===== config.mk =====
export PLATFORM = sky130hd
export DESIGN_NAME = rdcs_config_snoop_regs
export DESIGN_NICKNAME = d
export VERILOG_FILES = /design/src/rdcs_pkg.sv /design/src/rdcs_config_snoop_regs.sv
export SDC_FILE = /design/constraint.sdc
export NUM_CORES = 1
export LEC_CHECK = 0
export ABC_CLOCK_PERIOD_IN_PS = 1410
export BUFFER_PORTS_ARGS = -buffer_cell sky130_fd_sc_hd__buf_2
export CORE_ASPECT_RATIO = 1.5
export CORE_UTILIZATION = 34
export CTS_CLUSTER_DIAMETER = 100
export CTS_CLUSTER_SIZE = 10
export DETAILED_ROUTE_END_ITERATION = 7
export GPL_ROUTABILITY_DRIVEN = 0
export HOLD_SLACK_MARGIN = 0.03
export PLACE_DENSITY = 0.56
export SKIP_CTS_REPAIR_TIMING = 1
export SYNTH_ARGS = -nofsm -noshare
export SYNTH_HDL_FRONTEND = slang
export SYNTH_SLANG_ARGS = --single-unit

===== constraint.sdc =====
create_clock -name core_clk -period 1.41 [get_ports core_clk]
set_input_delay 0.282 -clock core_clk [delete_from_list [all_inputs] [get_ports core_clk]]
set_output_delay 0.282 -clock core_clk [all_outputs]
set_load 0.01 [all_outputs]

===== src/rdcs_pkg.sv =====
// register map, field layout and reset values of the redriver configuration bank
package rdcs_pkg;
  // ==========================================================
  // register offsets
  localparam logic [7:0] OFS_GEN_CTL   = 8'h0A;
  localparam logic [7:0] OFS_EQ_L1_L3  = 8'h10;
  localparam logic [7:0] OFS_EQ_L0_L2  = 8'h11;
  localparam logic [7:0] OFS_SNOOPED   = 8'h12;
  localparam logic [7:0] OFS_LANE_CTL  = 8'h13;
  // ==========================================================
  // reset values
  localparam logic [7:0] RST_GEN_CTL   = 8'h01;
  localparam logic [7:0] RST_EQ        = 8'h00;
  localparam logic [7:0] RST_LANE_CTL  = 8'h00;
  // ==========================================================
  // access masks: plain write bits per register, and an empty mask passed as set and clear
  localparam logic [7:0] RW_GEN_CTL    = 8'h1F;
  localparam logic [7:0] RW_EQ         = 8'hFF;
  localparam logic [7:0] RW_LANE_CTL   = 8'h8F;
  localparam logic [7:0] NO_BITS       = 8'h00;
  // ==========================================================
  // field positions
  localparam int GEN_EQ_SRC_BIT        = 4;
  localparam int GEN_DP_EN_SRC_BIT     = 3;
  localparam int GEN_HPD_FORCE_BIT     = 3;
  localparam int GEN_ORIENT_BIT        = 2;
  localparam int GEN_MUX_UPPER_BIT     = 1;
  localparam int LANE_SNOOP_DIS_BIT    = 7;
  localparam int SNP_POWER_LSB         = 5;
  // mux configuration encodings
  localparam logic [1:0] MUX_OFF       = 2'h0;
  localparam logic [1:0] MUX_USB       = 2'h1;
  localparam logic [1:0] MUX_DP4       = 2'h2;
  localparam logic [1:0] MUX_DP2_USB   = 2'h3;
  // lane mask for two-lane mode, and the strap settle count
  localparam logic [3:0] DP2_LANES     = 4'h3;
  localparam logic [1:0] STRAP_SETTLE  = 2'h2;
endpackage


===== src/rdcs_config_snoop_regs.sv =====
// configuration and sideband-snoop register bank of the redriver crosspoint
`timescale 1ns/1ps
`default_nettype none

module rdcs_config_snoop_regs (
  input  wire logic       core_clk,
  input  wire logic       reset_n,
  input  wire logic [7:0] regAddr,
  input  wire logic       regWrEn,
  input  wire logic [7:0] regWrData,
  input  wire logic       regRdEn,
  output logic      [7:0] regRdData,
  input  wire logic [1:0] displayportEqStraps,
  input  wire logic       displayportControlPin,
  input  wire logic       auxPowerWrite,
  input  wire logic [1:0] auxPowerData,
  input  wire logic       auxLaneCountWrite,
  input  wire logic [4:0] auxLaneCountData,
  output logic      [1:0] muxConfiguration,
  output logic            orientationSelect,
  output logic            hotPlugInputForce,
  output logic            eqSourceFromRegisters,
  output logic            usbEnable,
  output logic      [3:0] lane0EqLevel,
  output logic      [3:0] lane1EqLevel,
  output logic      [3:0] lane2EqLevel,
  output logic      [3:0] lane3EqLevel,
  output logic      [3:0] dpLaneEnable
);
  import rdcs_pkg::*;

  // ==========================================================
  // register write helper
  // apply write, set and clear masks
  function automatic logic [7:0] applyWrite(input logic [7:0] oldVal, input logic [7:0] wr,
                                            input logic [7:0] rwMask, input logic [7:0] setMask,
                                            input logic [7:0] clrMask);
    logic [7:0] v;
    v = (oldVal & ~rwMask) | (wr & rwMask);
    v = v | (wr & setMask);
    v = v & ~(wr & clrMask);
    return v;
  endfunction

  // ==========================================================
  // pin synchronisers and strap capture
  logic [1:0] strapMeta_r, strapSync_r;
  logic       pinMeta_r, pinSync_r;
  logic [1:0] strapSample_r, strapSample_nxt;
  logic [1:0] settleCnt_r, settleCnt_nxt;
  logic       strapDone_r, strapDone_nxt;

  always_ff @(posedge core_clk) begin
    if (!reset_n) begin
      strapMeta_r <= 2'h0;
      strapSync_r <= 2'h0;
      pinMeta_r   <= 1'b0;
      pinSync_r   <= 1'b0;
    end else begin
      strapMeta_r <= displayportEqStraps;
      strapSync_r <= strapMeta_r;
      pinMeta_r   <= displayportControlPin;
      pinSync_r   <= pinMeta_r;
    end
  end

  always_comb begin
    strapSample_nxt = strapSample_r;
    settleCnt_nxt   = settleCnt_r;
    strapDone_nxt   = strapDone_r;
    if (!strapDone_r) begin
      if (settleCnt_r == STRAP_SETTLE) begin
        strapSample_nxt = strapSync_r;
        strapDone_nxt   = 1'b1;
      end else begin
        settleCnt_nxt = settleCnt_r + 2'h1;
      end
    end
  end

  always_ff @(posedge core_clk) begin
    if (!reset_n) begin
      strapSample_r <= 2'h0;
      settleCnt_r   <= 2'h0;
      strapDone_r   <= 1'b0;
    end else begin
      strapSample_r <= strapSample_nxt;
      settleCnt_r   <= settleCnt_nxt;
      strapDone_r   <= strapDone_nxt;
    end
  end

  // strap pair widened to a four-bit equaliser level
  logic [3:0] strapLevel;
  assign strapLevel = {2'h0, strapSample_r};

  // ==========================================================
  // software registers and snooped state
  logic [7:0] genCtl_r, genCtl_nxt;
  logic [7:0] eqL1L3_r, eqL1L3_nxt;
  logic [7:0] eqL0L2_r, eqL0L2_nxt;
  logic [7:0] laneCtl_r, laneCtl_nxt;
  logic [1:0] powerState_r, powerState_nxt;
  logic [4:0] laneCount_r, laneCount_nxt;
  logic       muxUpperFall;

  always_comb begin
    genCtl_nxt  = genCtl_r;
    eqL1L3_nxt  = eqL1L3_r;
    eqL0L2_nxt  = eqL0L2_r;
    laneCtl_nxt = laneCtl_r;
    if (regWrEn) begin
      case (regAddr)
        OFS_GEN_CTL:  genCtl_nxt  = applyWrite(genCtl_r, regWrData, RW_GEN_CTL, NO_BITS, NO_BITS);
        OFS_EQ_L1_L3: eqL1L3_nxt  = applyWrite(eqL1L3_r, regWrData, RW_EQ, NO_BITS, NO_BITS);
        OFS_EQ_L0_L2: eqL0L2_nxt  = applyWrite(eqL0L2_r, regWrData, RW_EQ, NO_BITS, NO_BITS);
        // snoop disable and lane off bits
        OFS_LANE_CTL: laneCtl_nxt = applyWrite(laneCtl_r, regWrData, RW_LANE_CTL, NO_BITS, NO_BITS);
        default: begin
        end
      endcase
    end
    // straps overwrite levels while override is clear
    if (!genCtl_r[GEN_EQ_SRC_BIT] && strapDone_r) begin
      eqL1L3_nxt = {strapLevel, strapLevel};
      eqL0L2_nxt = {strapLevel, strapLevel};
    end
  end

  // falling mux upper bit seen at the write edge
  assign muxUpperFall = genCtl_r[GEN_MUX_UPPER_BIT] && !genCtl_nxt[GEN_MUX_UPPER_BIT];

  always_comb begin
    powerState_nxt = powerState_r;
    laneCount_nxt  = laneCount_r;
    // clear, a capture in the same cycle wins
    if (muxUpperFall) begin
      powerState_nxt = 2'h0;
      laneCount_nxt  = 5'h00;
    end
    if (auxPowerWrite) begin
      powerState_nxt = auxPowerData;
    end
    if (auxLaneCountWrite) begin
      laneCount_nxt = auxLaneCountData;
    end
  end

  always_ff @(posedge core_clk) begin
    if (!reset_n) begin
      genCtl_r     <= RST_GEN_CTL;
      eqL1L3_r     <= RST_EQ;
      eqL0L2_r     <= RST_EQ;
      laneCtl_r    <= RST_LANE_CTL;
      powerState_r <= 2'h0;
      laneCount_r  <= 5'h00;
    end else begin
      genCtl_r     <= genCtl_nxt;
      eqL1L3_r     <= eqL1L3_nxt;
      eqL0L2_r     <= eqL0L2_nxt;
      laneCtl_r    <= laneCtl_nxt;
      powerState_r <= powerState_nxt;
      laneCount_r  <= laneCount_nxt;
    end
  end

  // ==========================================================
  // lane enables
  logic       dpOn;
  logic [3:0] muxLanes, snoopLanes, laneEn_nxt, laneEn_r;
  logic       usbEn_nxt, usbEn_r;

  assign dpOn = genCtl_r[GEN_DP_EN_SRC_BIT] ? pinSync_r : genCtl_r[GEN_MUX_UPPER_BIT];

  always_comb begin
    muxLanes  = 4'h0;
    usbEn_nxt = 1'b0;
    case (genCtl_r[1:0])
      MUX_OFF:     muxLanes = 4'h0;
      MUX_USB:     usbEn_nxt = 1'b1;
      MUX_DP4:     muxLanes = 4'hF;
      MUX_DP2_USB: begin
        muxLanes  = DP2_LANES;
        usbEn_nxt = 1'b1;
      end
      default:     muxLanes = 4'h0;
    endcase
    // lanes within captured count, zero means not yet trained
    case (laneCount_r)
      5'h00:   snoopLanes = 4'hF;
      5'h01:   snoopLanes = 4'h1;
      5'h02:   snoopLanes = 4'h3;
      5'h03:   snoopLanes = 4'h7;
      default: snoopLanes = 4'hF;
    endcase
    // sink power-down states gate all lanes unless snooping is disabled
    if (powerState_r[1]) begin
      snoopLanes = 4'h0;
    end
    // per-lane off bits when snooping is disabled
    if (laneCtl_r[LANE_SNOOP_DIS_BIT]) begin
      laneEn_nxt = muxLanes & ~laneCtl_r[3:0] & {4{dpOn}};
    end else begin
      laneEn_nxt = muxLanes & snoopLanes & {4{dpOn}};
    end
  end

  always_ff @(posedge core_clk) begin
    if (!reset_n) begin
      laneEn_r <= 4'h0;
      usbEn_r  <= 1'b0;
    end else begin
      laneEn_r <= laneEn_nxt;
      usbEn_r  <= usbEn_nxt;
    end
  end

  // ==========================================================
  // read port
  logic [7:0] rdData_r, rdData_nxt;

  always_comb begin
    rdData_nxt = rdData_r;
    if (regRdEn) begin
      case (regAddr)
        OFS_GEN_CTL:  rdData_nxt = genCtl_r;
        OFS_EQ_L1_L3: rdData_nxt = eqL1L3_r;
        OFS_EQ_L0_L2: rdData_nxt = eqL0L2_r;
        OFS_SNOOPED:  rdData_nxt = {1'b0, powerState_r, laneCount_r};
        OFS_LANE_CTL: rdData_nxt = laneCtl_r;
        default:      rdData_nxt = 8'h00;
      endcase
    end
  end

  always_ff @(posedge core_clk) begin
    if (!reset_n) begin
      rdData_r <= 8'h00;
    end else begin
      rdData_r <= rdData_nxt;
    end
  end

  assign lane1EqLevel          = eqL1L3_r[7:4];
  assign lane3EqLevel          = eqL1L3_r[3:0];
  assign lane0EqLevel          = eqL0L2_r[7:4];
  assign lane2EqLevel          = eqL0L2_r[3:0];
  assign eqSourceFromRegisters = genCtl_r[GEN_EQ_SRC_BIT];
  assign hotPlugInputForce     = genCtl_r[GEN_HPD_FORCE_BIT];
  assign orientationSelect     = genCtl_r[GEN_ORIENT_BIT];
  assign muxConfiguration      = genCtl_r[1:0];
  assign dpLaneEnable          = laneEn_r;
  assign usbEnable             = usbEn_r;
  assign regRdData             = rdData_r;

  // ==========================================================
  // assertions
  AST_GEN_RESET: assert property (@(posedge core_clk) !reset_n |=> genCtl_r == RST_GEN_CTL)
    else $error("general control not 0x01 after reset");
  AST_SW_LEVEL: assert property (@(posedge core_clk) disable iff (!reset_n)
    regWrEn && regAddr == OFS_EQ_L0_L2 && genCtl_r[GEN_EQ_SRC_BIT] |=> lane0EqLevel == $past(regWrData[7:4]))
    else $error("written lane 0 level not applied");
  AST_STRAP_MIRROR: assert property (@(posedge core_clk) disable iff (!reset_n)
    !genCtl_r[GEN_EQ_SRC_BIT] && strapDone_r |=> eqL1L3_r == {2{$past(strapLevel)}})
    else $error("lane levels do not follow straps");
  AST_MUX_OFF: assert property (@(posedge core_clk) disable iff (!reset_n)
    genCtl_r[1:0] == MUX_OFF ##1 genCtl_r[1:0] == MUX_OFF |-> dpLaneEnable == 4'h0 && !usbEnable)
    else $error("lanes active with mux off");
  AST_POWER_CAPTURE: assert property (@(posedge core_clk) disable iff (!reset_n)
    auxPowerWrite |=> powerState_r == $past(auxPowerData))
    else $error("power state not captured");
  AST_COUNT_CAPTURE: assert property (@(posedge core_clk) disable iff (!reset_n)
    auxLaneCountWrite |=> laneCount_r == $past(auxLaneCountData))
    else $error("lane count not captured");
  AST_FALL_CLEAR: assert property (@(posedge core_clk) disable iff (!reset_n)
    $fell(genCtl_r[GEN_MUX_UPPER_BIT]) && !$past(auxPowerWrite) && !$past(auxLaneCountWrite)
    |-> powerState_r == 2'h0 && laneCount_r == 5'h00)
    else $error("snooped state not cleared on mux fall");
  AST_LANE_OFF: assert property (@(posedge core_clk) disable iff (!reset_n)
    laneCtl_r[LANE_SNOOP_DIS_BIT] |=> (dpLaneEnable & $past(laneCtl_r[3:0])) == 4'h0)
    else $error("disabled lane still enabled");
  AST_COUNT_LIMIT: assert property (@(posedge core_clk) disable iff (!reset_n)
    !laneCtl_r[LANE_SNOOP_DIS_BIT] && laneCount_r == 5'h01 |=> dpLaneEnable[3:1] == 3'h0)
    else $error("lane outside count enabled");
  AST_RSVD_ZERO: assert property (@(posedge core_clk) disable iff (!reset_n)
    regRdEn && regAddr == OFS_GEN_CTL |=> regRdData[7:5] == 3'h0)
    else $error("reserved bits read nonzero");
  COV_DP4: cover property (@(posedge core_clk) disable iff (!reset_n) dpLaneEnable == 4'hF);
  COV_SNOOP_TWO: cover property (@(posedge core_clk) disable iff (!reset_n)
    auxLaneCountWrite && auxLaneCountData == 5'h02 ##1 genCtl_r[1:0] == MUX_DP4);
  COV_FALL: cover property (@(posedge core_clk) disable iff (!reset_n) muxUpperFall);
endmodule

`default_nettype wire


==> metrics, run 1 <==
category of cells accounting for the largest share of critical-path delay simple AND/OR/NAND/NOR gates; initial antenna violation count 0; floorplan core area 6850 um^2; highest fanout seen on the critical path 3; Layout Skew 0.00969 ns; Critical-path top delay cell or4_1; worst voltage drop across the vdd grid 0.000933 V; multiplexer share of the synthesized area 17.1%; Post-Synthesis Net Count 253; total grt overflow 0; Hold WC Path Type in2reg; die extent in x 70.8 um; Synth Area per Inst 11.0 um^2; CP max stage delay 0.58 ns; Final HPWL DP 4560 um; Die ar. 7440 um^2; Root Driver clkbuf_8; LEAKAGE 1.48 nW; ANT cells 0; setup violators final 0; maximum number of pins on one net before global-route repair 40; unrepaired setup endpoints after global routing false; number of synthesized flops with an enable pin 0; status finished, violations left; synthesized instance count 220; relative max-transition margin 68.5%; area fraction in compound gates after synthesis 12.9%; tightest hold margin 0.162 ns; Area Growth Syn to Fin 29.7%; data arrival time of the critical path 1.52 ns; fin crit period 1.32 ns; Total Routed Length 6010 um; TritonCTS Sinks 57; Data required, critical path 1.61 ns; Yosys warning count 0; Synth Area in XOR/XNOR 0.727%; CTS tree done; DRC Markers 12; dominant combinational cell family by area after synthesis simple AND/OR/NAND/NOR gates; std cell rows 37; sequential cell area fraction in the yosys report 47.3%; violations in the final reports design-rule violations; initial standard-cell utilization of the core 35.2%; share of async-settable or async-resettable flops after synthesis 0%; Pre-Repair DR Iteration Count 6; period utilisation layout 93.7%; Filler Cells Inserted 707; crit path capture type register; flip-flop cell with the highest count after synthesis dfxtp_1; num ports 66; post-synthesis register bit count 57; WL per Instance 15.4 um; area taken by flip-flops and latches 1140 um^2; H-tree Lvls 3; net total in the final layout 340; Iter 0 DRT Violations 79; cells along the critical path or4_1 -> nor3b_1 -> a211oi_1; count of cell types in the netlist 36; number of vias per cell 5.01; clock-pin slew on the worst setup and hold paths 0.06 ns; Max Clk Rate 0.757 GHz; transition time at the pin with the least slew margin 0.460 ns; remaining antenna violation count after routing 0; adder and majority cell fraction of the synthesized area 0.519%; max capacitance violation total 0; Power per Cell Area 1210 nW/um^2; Netlist Area Pre-Place 2410 um^2; Final Max Slew Viols 0; Final Hold Violating Endpoints 0; vias 1953; total clock buffers created by CTS 9; combined global-route utilization of all metal layers 17.4%; kind of start point of the critical path register; crit path buf inv count 0; number of buffers added on ports 65; number of global-route vias before repair 1961; first-pass GRT wire length 9760 um; total area of multi-input combinational cells 1180 um^2; power consumption 3.77 mW; vertical die dimension 105 um; buffers from clock root to sink, at most 2; critical path start-end classification reg2reg; fraction of final layout cells sized beyond drive strength 1 36.2%; post-synthesis simple-gate area fraction 18.0%; clock network latency to the later pin of the worst-skew pair 0.33 ns
layer usage:
layer / vias up / share of wire [%] / track usage, %
met5: - / 0 / 0
met4: 0 / 2.0 / 7.29
met3: 11 / 5.4 / 5.40
met2: 54 / 52 / 30.6
met1: 907 / 40 / 19.2
li1: 981 / - / -
cell families after synthesis:
| kind of cell | Yosys count |
|---|---|
| AOI/OAI and AO/OA | 45 |
| xor gates and xnor gates | 2 |
| muxes | 36 |
| buffers and inverters | 14 |
| DFF | 57 |
| adders and majority gates | 1 |
| and+or+nand+nor | 65 |
state kept, by name (all words and copies together), names as in the netlist, 4 cells and up:
signal,flops
dpLaneEnable,4
eqL0L2_r,8
laneCtl_r,5
eqL1L3_r,8
laneCount_r,5
genCtl_r,5
regRdData,8
synthesized netlist by cell type (all sizes together) (2+ instances only):
master	count	area share (%)
a2111oi	2	0.73
a21boi	3	0.93
a21oi	14	2.9
a32o	5	2.1
a32oi	5	1.8
and2	10	2.7
and2b	2	0.62
and3	2	0.52
buf	6	2.3
clkbuf	6	0.93
dfxtp	57	47
inv	2	0.31
mux2i	31	13
mux4	4	3.7
nand2	3	0.47
nand2b	5	1.3
nand3	8	1.9
nand4	3	2.6
nor2	13	2.0
nor2b	15	3.9
o21ai	9	1.9
o2bb2ai	3	1.1
xnor2	2	0.73
area by class of cell:
cell class                      count  share of cell area [%]
Multi-Input combinational cell    149                    37.9
Sequential cell                    57                    36.5
Timing Repair Buffer               88                    16.7
Clock buffer                       13                    5.08
Tap cell                           78                    3.12
Clock inverter                      3                   0.480
Inverter                            2                   0.240
through the flow:
step | util, % | TNS (ns) | cells | worst slack, ns | area, um^2
after global placement | 43.1 | -3.42 | 374 | -0.162 | 2950
after CTS | 45.7 | 0 | 390 | 0.0803 | 3130
final | 45.7 | 0 | 390 | 0.0895 | 3130
after floorplan | - | 0 | 220 | 0.101 | 2410
after global routing | 45.7 | 0 | 390 | 0.0231 | 3130
after detailed placement | 43.1 | -3.69 | 374 | -0.179 | 2950
layout by cell type (no fill, tap or decap), types with 4 or more instances in the layout:
| cell type | count |
|---|---|
| a32oi_1 | 5 |
| nand3_1 | 7 |
| nand2b_1 | 5 |
| a32o_1 | 5 |
| buf_2 | 65 |
| nor2b_1 | 15 |
| and2_1 | 9 |
| a21oi_1 | 14 |
| buf_4 | 21 |
| o21ai_0 | 9 |
| mux4_2 | 4 |
| nor2_1 | 13 |
| clkbuf_8 | 11 |
| mux2i_1 | 31 |
| dfxtp_1 | 57 |
final timing paths:
| check | from | end | slack (ns) | cells after the start |
|---|---|---|---|---|
| max | laneCount_r[2] | dpLaneEnable[1] | 0.09 | 3 |
| min | displayportEqStraps[0] | strapMeta_r[0] | 0.16 | 2 |
| max reg2reg | laneCount_r[2] | dpLaneEnable[1] | 0.09 | 3 |
| min reg2reg | strapMeta_r[0] | strapSync_r[0] | 0.43 | 1 |
power by group:
group / total, mW / internal, mW / switching, mW
logic: 0.619 / 0.309 / 0.309
registers: 1.83 / 1.74 / 0.0893
clock network: 1.33 / 0.725 / 0.603
No activity file was read; power rests on OpenSTA's default activity.
==> inputs of run 2 (changes only) <==
- PLACE_DENSITY: 0.56 -> 0.65
- REMOVE_ABC_BUFFERS: not set -> 1
==> run 2 against run 1 <==
Effect of this change: the run still ends with design-rule violations left; routed wire length shrank 2.4%; power grew 7.1%; sequential cell count is the same; largest power group unchanged.
==> metrics, run 2 (synthesized netlist as in run 1, its figures left out) <==
highest-count cells in the layout ignoring fill and taps buf_2 (65), dfxtp_1 (57), mux2i_1 (31), buf_4 (22), nor2b_1 (15) (was buf_2 (65), dfxtp_1 (57), mux2i_1 (31), buf_4 (21), nor2b_1 (15)); crit path capture type register (unchanged); Pre-Repair DR Iteration Count 6 (unchanged); number of vias per cell 5.01 (about the same); TritonCTS Sinks 57 (unchanged); maximum number of pins on one net before global-route repair 40 (unchanged); worst voltage drop across the vdd grid 0.000514 V (was 0.000933 V); Layout Skew 0.00799 ns (was 0.00969 ns); Max Clk Rate 0.748 GHz (was 0.757 GHz); fraction of final layout cells sized beyond drive strength 1 36.2% (unchanged); net total in the final layout 340 (unchanged); Data required, critical path 1.63 ns (was 1.61 ns); highest fanout seen on the critical path 3 (unchanged); Final Max Slew Viols 0 (unchanged); CTS tree done (unchanged); max capacitance violation total 0 (unchanged); internal cell power 3.01 mW (was 2.77 mW); LEAKAGE 1.49 nW (was 1.48 nW); H-tree Lvls 3 (unchanged); Die ar. 7440 um^2 (unchanged); initial standard-cell utilization of the core 35.2% (unchanged); DRC Markers 10 (was 12); remaining antenna violation count after routing 0 (unchanged); total clock buffers created by CTS 9 (unchanged); Power per Cell Area 1280 nW/um^2 (was 1210 nW/um^2); setup violators final 0 (unchanged); clock network fraction of design power 39.1% (was 35.2%); vertical die dimension 105 um (unchanged); die extent in x 70.8 um (unchanged); TNS Setup 0 ns (unchanged); std cell rows 37 (unchanged); status finished, violations left (unchanged); Final HPWL DP 4480 um (was 4560 um); first-pass GRT wire length 9300 um (was 9760 um); Net Switching 1.03 mW (was 1.00 mW); num ports 66 (unchanged); Final Hold Violating Endpoints 0 (unchanged); ANT cells 0 (unchanged); Root Driver clkbuf_8 (unchanged); tightest hold margin 0.149 ns (was 0.162 ns); share of the core filled with cells in the final layout 46.0% (was 45.7%); most frequent standard cell in the layout excluding fill and tap cells buf_2 (unchanged); Logic pwr share 15.7% (was 16.4%); Hold WC Path Type in2reg (unchanged); number of global-route vias before repair 1913 (was 1961); transition time at the pin with the least slew margin 0.396 ns (was 0.460 ns); initial antenna violation count 0 (unchanged); data arrival time of the critical path 1.55 ns (was 1.52 ns); unrepaired setup endpoints after global routing false (unchanged); Filler Cells Inserted 684 (was 707); total grt overflow 0 (unchanged); Area Growth Syn to Fin 30.7% (was 29.7%); sw frac 25.4% (was 26.5%); kind of start point of the critical path register (unchanged); fin crit period 1.34 ns (was 1.32 ns); Total Routed Length 5860 um (was 6010 um); power consumption 4.04 mW (was 3.77 mW); violations in the final reports design-rule violations (unchanged); floorplan core area 6850 um^2 (unchanged); vias 1952 (was 1953); share of power burned in registers 45.2% (was 48.4%); WL per Instance 15.0 um (was 15.4 um); number of buffers added on ports 65 (unchanged); Iter 0 DRT Violations 88 (was 79); period utilisation layout 94.9% (was 93.7%); relative max-transition margin 73.5% (was 68.5%); critical path start-end classification reg2reg (unchanged); clock-pin slew on the worst setup and hold paths 0.06 ns (about the same); clock network latency to the later pin of the worst-skew pair 0.34 ns (was 0.33 ns); buffers from clock root to sink, at most 2 (unchanged); combined global-route utilization of all metal layers 16.8% (was 17.4%)
-- run 2: cell types whose count changed in the layout (fill, tap and decap cells not counted), sizes merged --
cell / delta
clkinv: -2
clkbuf: +1
bufinv: +1
-- run 2: per-stage QoR --
stage          setup WS [ns]  cells  area (um^2)
2_1_floorplan         -0.396    208         2330
3_3_place_gp          -0.146    374         2940
3_5_place_dp          -0.163    374         2940
4_1_cts               0.0636    390         3150
5_1_grt              0.00948    390         3150
6_report              0.0724    390         3150
-- run 2: critical path, stage by stage, from the launching register on --
cell	delay (ns)
dfxtp_1	0.34
or4_1	0.59
nor3b_1	0.21
a211oi_1	0.08
-- run 2: cell type report --
type / instances / area (um^2) / area share, %
multi-input cells: 149 / 1190 / 37.7
flip-flops and latches: 57 / 1140 / 36.2
repair buffers: 88 / 510 / 16.2
clock buffers: 14 / 173 / 5.48
well taps: 78 / 97.6 / 3.10
clock inverters: 2 / 35.0 / 1.11
inverters: 2 / 7.51 / 0.238
-- run 2: power by group through the flow --
stage,Combinational [mW],Clock (mW),Sequential (mW)
floorplan,0.314,0,1.87
global placement,0.627,0,1.86
detailed placement,0.642,0,1.86
CTS,0.643,1.63,1.82
global route,0.701,1.71,1.84
finish,0.634,1.58,1.82
-- run 2: path summary, 6_finish.rpt --
check	cells after the start	endpoint	slack [ns]	start
worst max-delay path	3	dpLaneEnable[1]	0.07	laneCount_r[2]
worst max register to register	3	dpLaneEnable[1]	0.07	laneCount_r[2]
worst min register to register	1	strapSync_r[1]	0.44	strapMeta_r[1]
worst min-delay path	2	strapMeta_r[1]	0.15	displayportEqStraps[1]
-- run 2: metal layers --
metal,wire length [um],global-route usage (%),part of all wire [%]
met5,0,0,0
met4,269,12.9,4.6
met3,308,4.44,5.3
met2,3030,28.8,52
met1,2260,17.0,39
==> inputs of run 3 (changes only) <==
- ABC_AREA: not set -> 1
==> run 3 against run 2 <==
Effect of this change: the run now ends clean; power fell by 4.0%; global-route usage increased by 3.0 points; via count rose by 29%; maximum frequency rose by 6.1%; sequential power about the same; area after synthesis up 3.7%; final cell count rose by 35%.
==> metrics, run 3 <==
status complete, no violations (was finished, violations left); internal cell power 2.83 mW (was 3.01 mW); Data required, critical path 1.13 ns (was 1.63 ns); Iter 0 DRT Violations 193 (was 88); vertical die dimension 107 um (was 105 um); critical path start-end classification reg2out (was reg2reg); Cells on Worst Hold Path 3 (was 2); synthesized instance count 337 (was 220); number of vias per cell 4.77 (was 5.01); area fraction in compound gates after synthesis 18.7% (was 12.9%); clock network latency to the later pin of the worst-skew pair 0.33 ns (was 0.34 ns); DRC Markers 0 (was 10); fraction of final layout cells sized beyond drive strength 1 27.9% (was 36.2%); number of synthesized flops with an enable pin 0 (unchanged); Final Max Slew Viols 0 (unchanged); sw frac 27.1% (was 25.4%); Synth Area per Inst 7.42 um^2 (was 11.0 um^2); path depth of the worst reg2reg path 5 (was 3); total grt overflow 0 (unchanged); Critical-path top delay cell dfxtp_1 (was or4_1); LEAKAGE 1.59 nW (was 1.49 nW); kind of start point of the critical path register (unchanged); share of power burned in registers 46.9% (was 45.2%); initial standard-cell utilization of the core 35.8% (was 35.2%); first-pass GRT wire length 11500 um (was 9300 um); Final Hold Violating Endpoints 0 (unchanged); data arrival time of the critical path 0.98 ns (was 1.55 ns); transition time at the pin with the least slew margin 0.447 ns (was 0.396 ns); Filler Cells Inserted 724 (was 684); buffers from clock root to sink, at most 2 (unchanged); power consumption 3.88 mW (was 4.04 mW); CP max stage delay 0.37 ns (was 0.59 ns); clock-pin slew on the worst setup and hold paths 0.06 ns (about the same); dominant combinational cell family by area after synthesis simple AND/OR/NAND/NOR gates (unchanged); relative max-transition margin 70.1% (was 73.5%); TNS Setup 0 ns (unchanged); clock network fraction of design power 37.6% (was 39.1%); setup violators final 0 (unchanged); Net Switching 1.05 mW (was 1.03 mW); share of async-settable or async-resettable flops after synthesis 0% (unchanged); ANT cells 0 (unchanged); flop2flop setup slack 0.20 ns (was 0.07 ns); Layout Skew 0.00853 ns (was 0.00799 ns); remaining antenna violation count after routing 0 (unchanged); highest fanout seen on the critical path 3 (unchanged); count of cell types in the netlist 31 (was 36); share of the core filled with cells in the final layout 46.6% (was 46.0%); number of buffers added on ports 65 (unchanged); worst voltage drop across the vdd grid 0.000951 V (was 0.000514 V); capture endpoint of the worst hold path pinMeta_r (was strapMeta_r[1]); adder and majority cell fraction of the synthesized area 0.501% (was 0.519%); period utilisation layout 89.4% (was 94.9%); Root Driver clkbuf_8 (unchanged); vias 2516 (was 1952); Logic pwr share 15.5% (was 15.7%); combined global-route utilization of all metal layers 19.8% (was 16.8%); Critical R2R Launch strapDone_r (was laneCount_r[2]); num ports 66 (unchanged); tightest hold margin 0.125 ns (was 0.149 ns); highest-count cells in the layout ignoring fill and taps buf_2 (65), dfxtp_1 (57), nand2_1 (52), inv_1 (42), a21oi_1 (41) (was buf_2 (65), dfxtp_1 (57), mux2i_1 (31), buf_4 (22), nor2b_1 (15)); dominant cell by count in the synthesized netlist dfxtp_1 (unchanged); area share of the leading cell type in the synthesized netlist 45.6% (was 47.3%); initial antenna violation count 0 (unchanged); HP Start displayportControlPin (was displayportEqStraps[1]); Total Routed Length 6810 um (was 5860 um); Pre-Repair DR Iteration Count 4 (was 6); Hold WC Path Type in2reg (unchanged); Power per Cell Area 1190 nW/um^2 (was 1280 nW/um^2); fin crit period 1.26 ns (was 1.34 ns); most frequent standard cell in the layout excluding fill and tap cells buf_2 (unchanged); post-synthesis simple-gate area fraction 26.3% (was 18.0%); WL per Instance 12.9 um (was 15.0 um); Synth area leader dfxtp_1 (unchanged); main area contributors after synthesis dfxtp_1 (46%), a21oi_1 (8.2%), nand2_1 (7.8%) (was dfxtp_1 (47%), mux2i_1 (13%), nor2b_1 (3.9%)); H-tree Lvls 3 (unchanged); capture instance of the worst register-to-register path eqL1L3_r[6] (was dpLaneEnable[1]); cells along the critical path buf_4 -> buf_2 (was or4_1 -> nor3b_1 -> a211oi_1); unrepaired setup endpoints after global routing false (unchanged); Max Clk Rate 0.793 GHz (was 0.748 GHz); Netlist Area Pre-Place 2500 um^2 (was 2410 um^2); die extent in x 72.0 um (was 70.8 um); maximum number of pins on one net before global-route repair 23 (was 40); Synth Area in XOR/XNOR 0% (was 0.727%); floorplan core area 6990 um^2 (was 6850 um^2); max capacitance violation total 0 (unchanged); Area Growth Syn to Fin 30.4% (was 30.7%); net total in the final layout 458 (was 340); std cell rows 37 (unchanged); total clock buffers created by CTS 9 (unchanged); Yosys warning count 0 (unchanged); post-synthesis register bit count 57 (unchanged); Die ar. 7710 um^2 (was 7440 um^2); number of global-route vias before repair 2542 (was 1913); flip-flop cell with the highest count after synthesis dfxtp_1 (unchanged); list of most frequent post-synthesis cells dfxtp_1 (57), nand2_1 (52), inv_1 (42) (was dfxtp_1 (57), mux2i_1 (31), nor2b_1 (15)); CTS tree done (unchanged); TritonCTS Sinks 57 (unchanged); multiplexer share of the synthesized area 0% (was 17.1%); sequential cell area fraction in the yosys report 45.6% (was 47.3%); Final HPWL DP 5370 um (was 4480 um); crit path capture type output pin (was register)
## run 3: changes by cell type in the layout (fill, tap and decap cells not counted), sizes merged, moves of 10 or more
| cell | before | now |
|---|---|---|
| inv | 2 | 47 |
| nor2b | 15 | 0 |
| and2 | 10 | 0 |
| nor2 | 13 | 34 |
| mux2i | 31 | 0 |
| a21oi | 14 | 41 |
| nand2 | 3 | 56 |
| o21ai | 9 | 38 |
| nand3 | 8 | 36 |
## run 3: critical path, delay by kind of cell (launching register included)
family	cells	cell delay, ns
DFF	1	0.37
buffers and inverters	2	0.27
## run 3: cell families after synthesis
kind of cell    count (synthesis)
fa+ha+maj                       1
buf+inv                        56
flops                          57
compound gates                 88
simple gates                  135
## run 3: layout make-up
cell class                      count  area [um^2]  share of cell area (%)
Sequential cell                    57         1140                    35.0
Multi-Input combinational cell    224         1140                    35.0
Tap cell                           97          121                    3.72
Clock inverter                      3         40.0                    1.23
Inverter                           48          180                    5.53
Clock buffer                       13          149                    4.57
Timing Repair Buffer               85          488                    15.0
## run 3: metrics by stage
| stage | std cells | worst slack (ns) | cell area [um^2] |
|---|---|---|---|
| floorplan | 329 | -0.0505 | 2460 |
| global placement | 511 | -0.0756 | 3070 |
| detailed placement | 511 | -0.0860 | 3070 |
| CTS | 527 | 0.140 | 3260 |
| global route | 527 | 0.0351 | 3260 |
| finish | 527 | 0.150 | 3260 |
## run 3: how the worst max path moves through the flow
stage	startpoint	end	slack [ns]	depth (start not counted)
floorplan	regAddr[6]	eqL1L3_r[0]	-0.05	10
global placement	regAddr[6]	genCtl_r[2]	-0.08	8
detailed placement	regAddr[6]	genCtl_r[2]	-0.09	8
CTS	strapDone_r	eqL0L2_r[0]	0.14	7
global route	strapDone_r	eqL0L2_r[6]	0.04	5
finish	genCtl_r[4]	eqSourceFromRegisters	0.15	2
## run 3: power groups by stage
| stage | Clock, mW | Combinational (mW) | Sequential (mW) |
|---|---|---|---|
| after floorplan | 0 | 0.338 | 1.86 |
| after global placement | 0 | 0.588 | 1.85 |
| after detailed placement | 0 | 0.599 | 1.85 |
| after CTS | 1.49 | 0.601 | 1.82 |
| after global routing | 1.56 | 0.688 | 1.84 |
| final | 1.46 | 0.601 | 1.82 |
## run 3: per-layer routing
metal,share of wire (%),global-route usage [%],up-vias
li1,-,-,1291
met1,39,20.3,1138
met2,53,36.7,68
met3,3.9,4.23,19
met4,3.6,10.6,0
met5,0,0,-
